[src/verilog/ocr_pkg.sv]
// Package for the overcurrent fault response block: config layout,
// action codes, retry codes, reset values and timing constants.
// Assumes a single 10 MHz clock domain.
package ocr_pkg;
   // Configuration field positions
   localparam int CFG_ACTION_MSB = 7;
   localparam int CFG_ACTION_LSB = 6;
   localparam int CFG_RETRY_MSB = 5;
   localparam int CFG_RETRY_LSB = 3;
   localparam int CFG_TIME_MSB = 2;
   localparam int CFG_TIME_LSB = 0;
   // Value after reset of the configuration (plain choice)
   localparam logic [7:0] CFG_RESET = 8'h00;
   // Action codes
   localparam logic [1:0] ACT_IGNORE = 2'h0;
   localparam logic [1:0] ACT_CC_LV = 2'h1;
   localparam logic [1:0] ACT_DELAY = 2'h2;
   localparam logic [1:0] ACT_DISABLE = 2'h3;
   // Retry codes
   localparam logic [2:0] RETRY_NONE = 3'h0;
   localparam logic [2:0] RETRY_FOREVER = 3'h7;
   // Highest multiplier code that is documented; above it saturates
   localparam logic [2:0] TIME_CODE_MAX = 3'h4;
   // Time unit, in microseconds, and its length in clock cycles
   localparam int CLK_PERIOD_NS = 100;
   localparam int TIME_UNIT_US = 10;
   localparam int UNIT_CYCLES = (TIME_UNIT_US * 1000) / CLK_PERIOD_NS;
   localparam int CNT_W = 16;

   // Status carried out of the block
   typedef struct packed {
      logic output_en;
      logic current_limit;
      logic latched_off;
   } ocr_status_s;

   typedef enum logic [3:0] {
      ST_RUN = 4'b0001,
      ST_LIMIT = 4'b0010,
      ST_OFF = 4'b0100,
      ST_WAIT = 4'b1000
   } ocr_state_e;
endpackage

[src/verilog/ocr_fault_response.sv]
// Overcurrent fault response controller: takes the configuration byte
// and fault indications, and drives output enable and current limit.
// Assumes fault inputs are synchronous to mclk_in and already debounced.
`timescale 1ns/1ps
// How it works
// - Ignore action: run forever with current clamped at the limit.
// - Action 01: clamp while voltage is above cutoff; else shut down, retry.
// - Action 10: clamp current for the programmed delay time.
// - Action 10: still limiting after delay means shutdown, then retry policy.
// - Action 11: output off while fault persists, back on when gone.
// - Retry field sets restart count; zero none, seven forever.
// - Zero retries keeps output off until the fault is cleared.
// - Time field gives 1, 2, 4, 8 or 16 units for delay and retry.
module ocr_fault_response
   import ocr_pkg::*;
#(
   parameter int UNIT_CYC = UNIT_CYCLES
) (
   input wire logic mclk_in,
   input wire logic reset_in,
   input wire logic cfg_we_in,
   input wire logic [7:0] cfg_wdata_in,
   input wire logic overcurrent_in,
   input wire logic below_cutoff_in,
   input wire logic fault_clear_in,
   output logic [7:0] cfg_rdata_out,
   output logic output_en_out,
   output logic current_limit_out,
   output logic latched_off_out,
   output ocr_status_s status_out
);
   logic [7:0] overcurrent_response_config;
   ocr_state_e state;
   ocr_state_e next_state;
   logic [CNT_W-1:0] timer;
   logic [CNT_W-1:0] next_timer;
   logic [2:0] tries;
   logic [2:0] next_tries;
   logic [1:0] action;
   logic [2:0] retry_set;
   logic timer_done;

   // Delay or retry time in cycles for a multiplier code
   function automatic logic [CNT_W-1:0] span(input logic [2:0] code);
      logic [2:0] c;
      c = (code > TIME_CODE_MAX) ? TIME_CODE_MAX : code;
      span = CNT_W'(UNIT_CYC << c);
   endfunction

   // May another restart be attempted with this many already made
   function automatic logic may_retry(input logic [2:0] rs,
                                      input logic [2:0] n);
      may_retry = (rs == RETRY_FOREVER) || (n < rs);
   endfunction

   assign action = overcurrent_response_config[CFG_ACTION_MSB:CFG_ACTION_LSB];
   assign retry_set = overcurrent_response_config[CFG_RETRY_MSB:CFG_RETRY_LSB];
   assign timer_done = (timer <= 16'h0001);

   // Configuration register, written by the command handler
   always_ff @(posedge mclk_in) begin
      if (reset_in) begin
         overcurrent_response_config <= CFG_RESET;
      end else if (cfg_we_in) begin
         overcurrent_response_config <= cfg_wdata_in;
      end
   end

   // Response sequencing
   always_comb begin
      next_state = state;
      next_timer = (timer != '0) ? timer - 16'h0001 : timer;
      next_tries = tries;
      unique case (state)
         ST_RUN: begin
            if (overcurrent_in) begin
               unique case (action)
                  ACT_IGNORE: next_state = ST_LIMIT;
                  ACT_CC_LV: next_state = ST_LIMIT;
                  ACT_DELAY: begin
                     next_state = ST_LIMIT;
                     next_timer = span(overcurrent_response_config[2:0]);
                  end
                  ACT_DISABLE: next_state = ST_OFF;
               endcase
            end
         end
         ST_LIMIT: begin
            if (!overcurrent_in) begin
               next_state = ST_RUN;
               next_tries = 3'h0;
            end else if ((action == ACT_CC_LV && below_cutoff_in) ||
                         (action == ACT_DELAY && timer_done)) begin
               next_state = ST_OFF;
            end else if (action == ACT_DISABLE) begin
               next_state = ST_OFF;
            end
         end
         ST_OFF: begin
            if (action == ACT_DISABLE) begin
               if (!overcurrent_in) begin
                  next_state = ST_RUN;
               end
            end else if (may_retry(retry_set, tries)) begin
               next_state = ST_WAIT;
               next_timer = span(overcurrent_response_config[2:0]);
            end
            // Zero retries: stay off until cleared
         end
         ST_WAIT: begin
            if (timer_done) begin
               next_state = ST_RUN;
               if (tries != RETRY_FOREVER) begin
                  next_tries = tries + 3'h1;
               end
            end
         end
      endcase
      if (fault_clear_in) begin
         next_state = ST_RUN;
         next_tries = 3'h0;
         next_timer = '0;
      end
   end

   // State, timer and retry count
   always_ff @(posedge mclk_in) begin
      if (reset_in) begin
         state <= ST_RUN;
         timer <= '0;
         tries <= 3'h0;
      end else begin
         state <= next_state;
         timer <= next_timer;
         tries <= next_tries;
      end
   end

   // Registered outputs, computed from the next state
   always_ff @(posedge mclk_in) begin
      if (reset_in) begin
         output_en_out <= 1'b1;
         current_limit_out <= 1'b0;
         latched_off_out <= 1'b0;
         cfg_rdata_out <= CFG_RESET;
         status_out <= '{output_en: 1'b1, current_limit: 1'b0,
                         latched_off: 1'b0};
      end else begin
         output_en_out <= (next_state inside {ST_RUN, ST_LIMIT});
         current_limit_out <= (next_state == ST_LIMIT);
         latched_off_out <= (next_state == ST_OFF) && (action != ACT_DISABLE);
         cfg_rdata_out <= cfg_we_in ? cfg_wdata_in
                                    : overcurrent_response_config;
         status_out.output_en <= (next_state inside {ST_RUN, ST_LIMIT});
         status_out.current_limit <= (next_state == ST_LIMIT);
         status_out.latched_off <= (next_state == ST_OFF) &&
                                   (action != ACT_DISABLE);
      end
   end

   // Ignore action never turns the output off while it holds
   a_ignore_keeps_on: assert property (
      @(posedge mclk_in) disable iff (reset_in)
      (state == ST_LIMIT && action == ACT_IGNORE && !fault_clear_in &&
       !cfg_we_in) |=> output_en_out)
      else $error("ignore action dropped the output");

   // Low voltage under action 01 shuts the output
   a_lv_cutoff_off: assert property (
      @(posedge mclk_in) disable iff (reset_in)
      (state == ST_LIMIT && action == ACT_CC_LV && overcurrent_in &&
       below_cutoff_in && !fault_clear_in) |=> !output_en_out)
      else $error("low voltage did not shut output");

   // Delay action arms the timer from the time field
   a_delay_arm: assert property (
      @(posedge mclk_in) disable iff (reset_in)
      (state == ST_RUN && overcurrent_in && action == ACT_DELAY &&
       !fault_clear_in) |=> (timer == span($past(
       overcurrent_response_config[2:0])) && current_limit_out))
      else $error("delay timer not armed");

   // Delay expiry under limiting shuts down
   a_delay_expire: assert property (
      @(posedge mclk_in) disable iff (reset_in)
      (state == ST_LIMIT && action == ACT_DELAY && timer_done &&
       overcurrent_in && !fault_clear_in) |=> state == ST_OFF)
      else $error("delay expiry did not shut down");

   // Disable action turns the output back on once the fault is gone
   a_disable_follow: assert property (
      @(posedge mclk_in) disable iff (reset_in)
      (state == ST_OFF && action == ACT_DISABLE && !overcurrent_in &&
       !cfg_we_in) |=> output_en_out)
      else $error("output not resumed after fault");

   // Once the restarts are used up the output stays latched off; a
   // lowered retry field must not let a stale count slip through
   a_retry_bound: assert property (
      @(posedge mclk_in) disable iff (reset_in)
      (state == ST_OFF && action != ACT_DISABLE &&
       retry_set != RETRY_FOREVER && tries >= retry_set &&
       !fault_clear_in) |=> state == ST_OFF)
      else $error("restart made past the retry limit");

   // No retry setting holds off until clear
   a_no_retry_hold: assert property (
      @(posedge mclk_in) disable iff (reset_in)
      (state == ST_OFF && retry_set == RETRY_NONE && action != ACT_DISABLE
       && !fault_clear_in && !cfg_we_in) |=> state == ST_OFF)
      else $error("restart made with zero retries");

   // Clear restarts everything
   a_clear_fresh: assert property (
      @(posedge mclk_in) disable iff (reset_in)
      fault_clear_in |=> (tries == 3'h0 && state == ST_RUN))
      else $error("clear did not reset retry state");

   // A granted restart waits one programmed retry interval
   a_retry_arm: assert property (
      @(posedge mclk_in) disable iff (reset_in)
      (state == ST_OFF && action != ACT_DISABLE && !fault_clear_in &&
       may_retry(retry_set, tries)) |=> (state == ST_WAIT &&
       timer == span($past(overcurrent_response_config[2:0]))))
      else $error("retry wait not armed");

   // The end of the retry interval turns the output back on
   a_wait_restart: assert property (
      @(posedge mclk_in) disable iff (reset_in)
      (state == ST_WAIT && timer_done && !fault_clear_in) |=>
      (output_en_out && state == ST_RUN))
      else $error("no restart after retry interval");
endmodule // ocr_fault_response

[config.mk]
export PLATFORM = sky130hd
export DESIGN_NAME = ocr_fault_response
export DESIGN_NICKNAME = d
export VERILOG_FILES = /design/src/verilog/ocr_pkg.sv /design/src/verilog/ocr_fault_response.sv
export SDC_FILE = /design/constraint.sdc
export NUM_CORES = 1
export LEC_CHECK = 0
export ABC_CLOCK_PERIOD_IN_PS = 2300
export BUFFER_PORTS_ARGS = -buffer_cell sky130_fd_sc_hd__buf_2
export CORE_MARGIN = 2
export CORE_UTILIZATION = 51
export CTS_BUF_LIST = sky130_fd_sc_hd__clkbuf_16
export DETAILED_ROUTE_END_ITERATION = 10
export PLACE_DENSITY = 0.8
export SLEW_MARGIN = 0
export SYNTH_ARGS = -nofsm -noshare
export SYNTH_HDL_FRONTEND = slang
export SYNTH_SLANG_ARGS = --single-unit
[constraint.sdc]
create_clock -name mclk_in -period 2.3 [get_ports mclk_in]
set_clock_uncertainty 0.2 [all_clocks]
set_input_delay 0.46 -clock mclk_in [delete_from_list [all_inputs] [get_ports mclk_in]]
set_output_delay 0.46 -clock mclk_in [all_outputs]
set_load 0.05 [all_outputs]
# Yosys cells after proc, flatten, opt, wreduce, memory -nomap -nowiden
# Index checks and enable logic that the tools add are counted.
[op_classes] add_sub_neg=2 magnitude_cmp=3 n_eq_ne=16 n_shift=1 n_mux=22 n_reduce_logical=12
[ops] op="16-bit 2-to-1 mux" count=5
[ops] op="4-bit 2-to-1 mux" count=9
[ops] op="16-bit case mux with 2 select lines" count=1
[ops] op="16-bit by 1-bit <= comparator with 1-bit output (second input constant)" count=1
[ops] op="4-bit case mux with 4 select lines" count=1
[ops] op="16-bit nonzero test" count=1
[ops] op="7-bit by 3-bit left shift with 16-bit output (first input constant)" count=1
[ops] op="16-bit by 1-bit subtractor with 16-bit output (second input constant)" count=1
[ops] op="3-bit 2-to-1 mux" count=4
[ops] op="4-bit by 1-bit equality test with 1-bit output (second input constant)" count=2
[ops] op="4-bit by 2-bit equality test with 1-bit output (second input constant)" count=2
[ops] op="4-bit by 3-bit equality test with 1-bit output (second input constant)" count=2
[ops] op="2-bit != test (second input constant)" count=4
[ops] op="4-bit case mux with 2 select lines" count=1
[ops] op="3-bit case mux with 2 select lines" count=1
[ops] op="2-bit equality test (second input constant)" count=2
[ops] op="4-bit equality test (second input constant)" count=1
[ops] op="4-bit AND reduction" count=1
[ops] op="2-bit nonzero test" count=2
[ops] op="3-bit by 1-bit adder with 3-bit output (second input constant)" count=1
[ops] op="3-bit equality test (second input constant)" count=1
[ops] op="3-bit greater-than comparator (second input constant)" count=1
[ops] op="1-bit logical AND" count=3
[ops] op="3-bit less-than comparator" count=1
[ops] op="other kinds (6)" count=7
[totals] reg_bits=34

# Depth between registers and ports, before layout
[logic_depth] ltp_word=9 ltp_mapped=9 depth_no_buf=8

# Worst setup path after synthesis
# OpenSTA, ideal clock, no wires.
[synth_timing] kind="register to register" startpoint="reg, netlist name cfg_rdata_out[5]" endpoint="reg timer[3]" arrival_ns=2.189 setup_slack_ns=-0.219 stages_incl_launch_ff=10 path_buffers=1 synth_period_minus_slack_ns=2.519 path_cell_list="dfxtp_1 -> inv_1 -> ha_1 -> nand2_1 -> o21ai_0 -> a211oi_1 -> o21ai_1 -> clkbuf_1 -> o211a_1 -> nor3_1"
[synth_rtl] item="to (signal assigned)" line="ocr_fault_response.sv:134" rtl="timer <= next_timer;"
[synth_rtl] item="to (decl)" line="ocr_fault_response.sv:35" rtl="logic [CNT_W-1:0] timer;"

# Worst setup path in the final report
[layout_timing] startpoint="reg timer[10]" endpoint="reg status_out[2] in the netlist's numbering"
[layout_via] elab_chain_cells=9 elab_cells_between_ends=11
[layout_lines] item="16-bit by 1-bit <= comparator with 1-bit output *" line="ocr_fault_response.sv:58" rtl="assign timer_done = (timer <= 16'h0001);"
[layout_lines] item="1-bit logical AND" line="ocr_fault_response.sv:93" rtl="(action == ACT_DELAY && timer_done)) begin"
[layout_lines] item="1-bit logical OR" line="ocr_fault_response.sv:92" rtl="end else if ((action == ACT_CC_LV && below_cutoff_in) ||"
[layout_lines] item="4-bit 2-to-1 mux" line="ocr_fault_response.sv:92"
[layout_lines] item="4-bit 2-to-1 mux" line="ocr_fault_response.sv:89" rtl="if (!overcurrent_in) begin"
[layout_lines] item="4-bit case mux with 4 select lines *" line="ocr_fault_response.sv:74" rtl="unique case (state)"
[layout_lines] item="4-bit 2-to-1 mux *" line="ocr_fault_response.sv:119" rtl="if (fault_clear_in) begin"
[layout_lines] item="4-bit by 1-bit equality test with 1-bit output or 4-bit by 2-bit equality test with 1-bit output (tied branches)" line="ocr_fault_response.sv:154" rtl="status_out.output_en <= (next_state inside {ST_RUN, ST_LIMIT});"
[layout_lines] item="2-bit nonzero test *" line="ocr_fault_response.sv:154"
[layout_lines] item="to (signal assigned)" line="ocr_fault_response.sv:146" rtl="status_out <= '{output_en: 1'b1, current_limit: 1'b0,"
[layout_lines] item="to (decl)" line="ocr_fault_response.sv:30" rtl="output ocr_status_s status_out"
# Mark *: on every way between the ends. The rest lies on a longest branch, timed or not.
# A chain may end at the register's enable or synchronous reset.

==> metrics <==
status finished with violations; failing checks setup timing; simple-gate share of the synthesized area 24.9%; first-pass GRT wire length 7720 um; critical path required time 2270 ps; power after layout 3760 uW; largest net degree at the start of global routing 16; Yosys reg bits 34; post-synthesis sequential area ratio 34.7%; Ports 28; final worst slack -46.4 ps; Post-Syn Area 1960 um^2; endpoints failing hold 0; DP Wirelength 3250 um; VDD IR max 1350 uV; Worst setup EP type flip-flop; die area 4350 um^2; EDFF count, synth 0; area leader, netlist dfxtp_1; Final setup viols 4; Synth Area per Inst 8.63 um^2; CTS H-tree depth 2; final wirelength 4500 um; Lkg Pwr 0.00104 uW; port bufs 27; die width 66.0 um; WS Path Type reg -> reg; Internal 2240 uW; Rows 22; CTS Root Buffer Type clkbuf_16; critical path arrival 2310 ps; Area growth, synth to finish 20.6%; clock-pin slew on the worst setup and hold paths 50 ps; largest family of logic cells by synthesized area simple AND/OR/NAND/NOR gates; clk_lat worst skew 280 ps; Sw Ratio 40.5%; number of vias per cell 5.76; Comb pwr share 59.8%; warnings from Yosys 0; commonest non-fill, non-tap cell in the layout nor2_1; WHS 219 ps; Mapped Nets 252; CTS buffer count 5; dominant synthesized flop cell dfxtp_1; Total GRT Usage 23.5%; post-synth top area share 34.7%; antenna violations before repair 0; Die Y 66.0 um; final max-slew violation count 0; Max Freq 426 MHz; crit-path max FO 6; Setup TNS Final -140 ps; gr ovfl total 0; worst hold path class in -> reg; Flop pwr share 23.6%; Initial Utilization 53.1%; clock power share 16.6%; # diodes 0; Period minus WS final 2350 ps; CTS Buffer Depth 2; nature of the critical path startpoint flip-flop; GPL Wtd Cong 0.906; distinct cell type count after synthesis 53; DRT iter0 DRCs 107; Net Switching 1520 uW; RSZ-0062 raised after global routing true; via count of the routed design 1,785; Core ar. 3690 um^2; Async SR Flop Fraction 0%; synth top area cells dfxtp_1 35%, ha_1 7.0%, nor2_1 6.7%; # DRC 0; post-synthesis mux area share 4.60%; # Max-Cap Violations 0; xor/xnor share of the synthesized area 4.92%; Mapped Cells 227; Initial DRT Pass Iterations 4; CTS tree yes; layout cells sized above 1 24.8%; Slew @ Worst Pin 428 ps; Slew HR 71.3%; Post-Synth Adder-Cell Area 7.02%; Final period util 102%; PwrDens 1590 nW/um^2; vias in the first global route 1,694; Final nets 286; antenna viol nets, final 0; Num Clock Sinks 34; complex-gate fraction of the synthesized area 18.6%; most frequent cells in the layout 35 x nor2_1, 32 x dfxtp_1, 27 x buf_2; WL per Instance 14.5 um
==> path summary, 6_finish.rpt <==
| check | from | to | slack (ps) | cells past startpoint |
|---|---|---|---|---|
| max | timer[10] | status_out[2] | -50 | 6 |
| min | cfg_wdata_in[4] | cfg_rdata_out[4] | 220 | 3 |
| min reg2reg | cfg_rdata_out[4] | cfg_rdata_out[4] | 310 | 2 |
| max reg2reg | timer[10] | status_out[2] | -50 | 6 |
==> timing repair <==
item / CTS / global route
endpoints found under the setup margin: 10 / 17
endpoints found under the hold margin: 0 / 0
cloned: 0 / 0
hold buffers: 0 / 0
pin swaps: 4 / 2
buffers inserted: 1 / 0
gates resized for setup: 2 / 6
==> metrics by stage <==
stage | cells | worst slack [ps] | utilization (%) | cell area [um^2]
floorplan | 227 | 31.2 | - | 1960
global placement | 301 | 14.3 | 59.4 | 2190
detailed placement | 301 | -44.5 | 59.4 | 2190
CTS | 310 | -55.3 | 63.6 | 2350
global route | 310 | -136 | 64.1 | 2360
finish | 310 | -46.4 | 64.1 | 2360
==> routing by layer <==
metal / wire length (um) / vias up / track usage (%)
met3: 227 / 10 / 5.62
met2: 2070 / 51 / 36.9
met5: 0 / - / 0
li1: - / 880 / -
met4: 100 / 0 / 9.69
met1: 2100 / 844 / 30.9
==> synth_stat cells, drive strengths merged, types with 2 or more instances <==
library cell and count:
nor2 35, dfxtp 34, inv 13, o21ai 12, ha 11, nand2 11, a21oi 9, mux2i 9
nor3 8, xnor2 7, clkbuf 6, buf 5, o2bb2ai 5, or3 5, nand3 4, xor2 4
a211oi 3, a22oi 3, nand2b 3, nor4 3, or4 3, a21boi 2, a311oi 2, a31oi 2
nand3b 2, nor2b 2, nor3b 2, nor4b 2, o211ai 2, o21a 2, or4b 2
==> registers in the layout, indices dropped and copies added, names as in the netlist <==
| name | flops |
|---|---|
| cfg_rdata_out | 8 |
| state | 4 |
| status_out | 3 |
| timer | 16 |
| tries | 3 |
==> worst max-delay path, cell delays in order, from the launching register on <==
cell	delay, ps
dfxtp_1	350
or3_1	510
nor4b_4	380
and2_1	190
a21oi_1	80
or3_1	320
a41o_1	220
==> final cells by class <==
cell class | count | area, um^2
Clock buffer | 5 | 125
Clock inverter | 3 | 12.5
Fill cell | 331 | 1330
Inverter | 13 | 48.8
Multi-Input combinational cell | 169 | 1200
Sequential cell | 34 | 683
Tap cell | 48 | 60.1
Timing Repair Buffer | 38 | 230
==> power by group through the flow <==
stage          clock network, uW  registers (uW)  logic, uW
2_1_floorplan                  0             890       1600
3_3_place_gp                   0             877       2030
3_5_place_dp                   0             886       2050
4_1_cts                      632             879       2140
5_1_grt                      666             907       2480
6_report                     623             888       2250
==> cells by family after synthesis <==
family,count (synthesis)
adders and majority gates,11
muxes,9
AOI/OAI and AO/OA,50
DFF,34
xor gates and xnor gates,11
buffers and inverters,24
and+or+nand+nor,88
(Power assumes the default switching activity.)
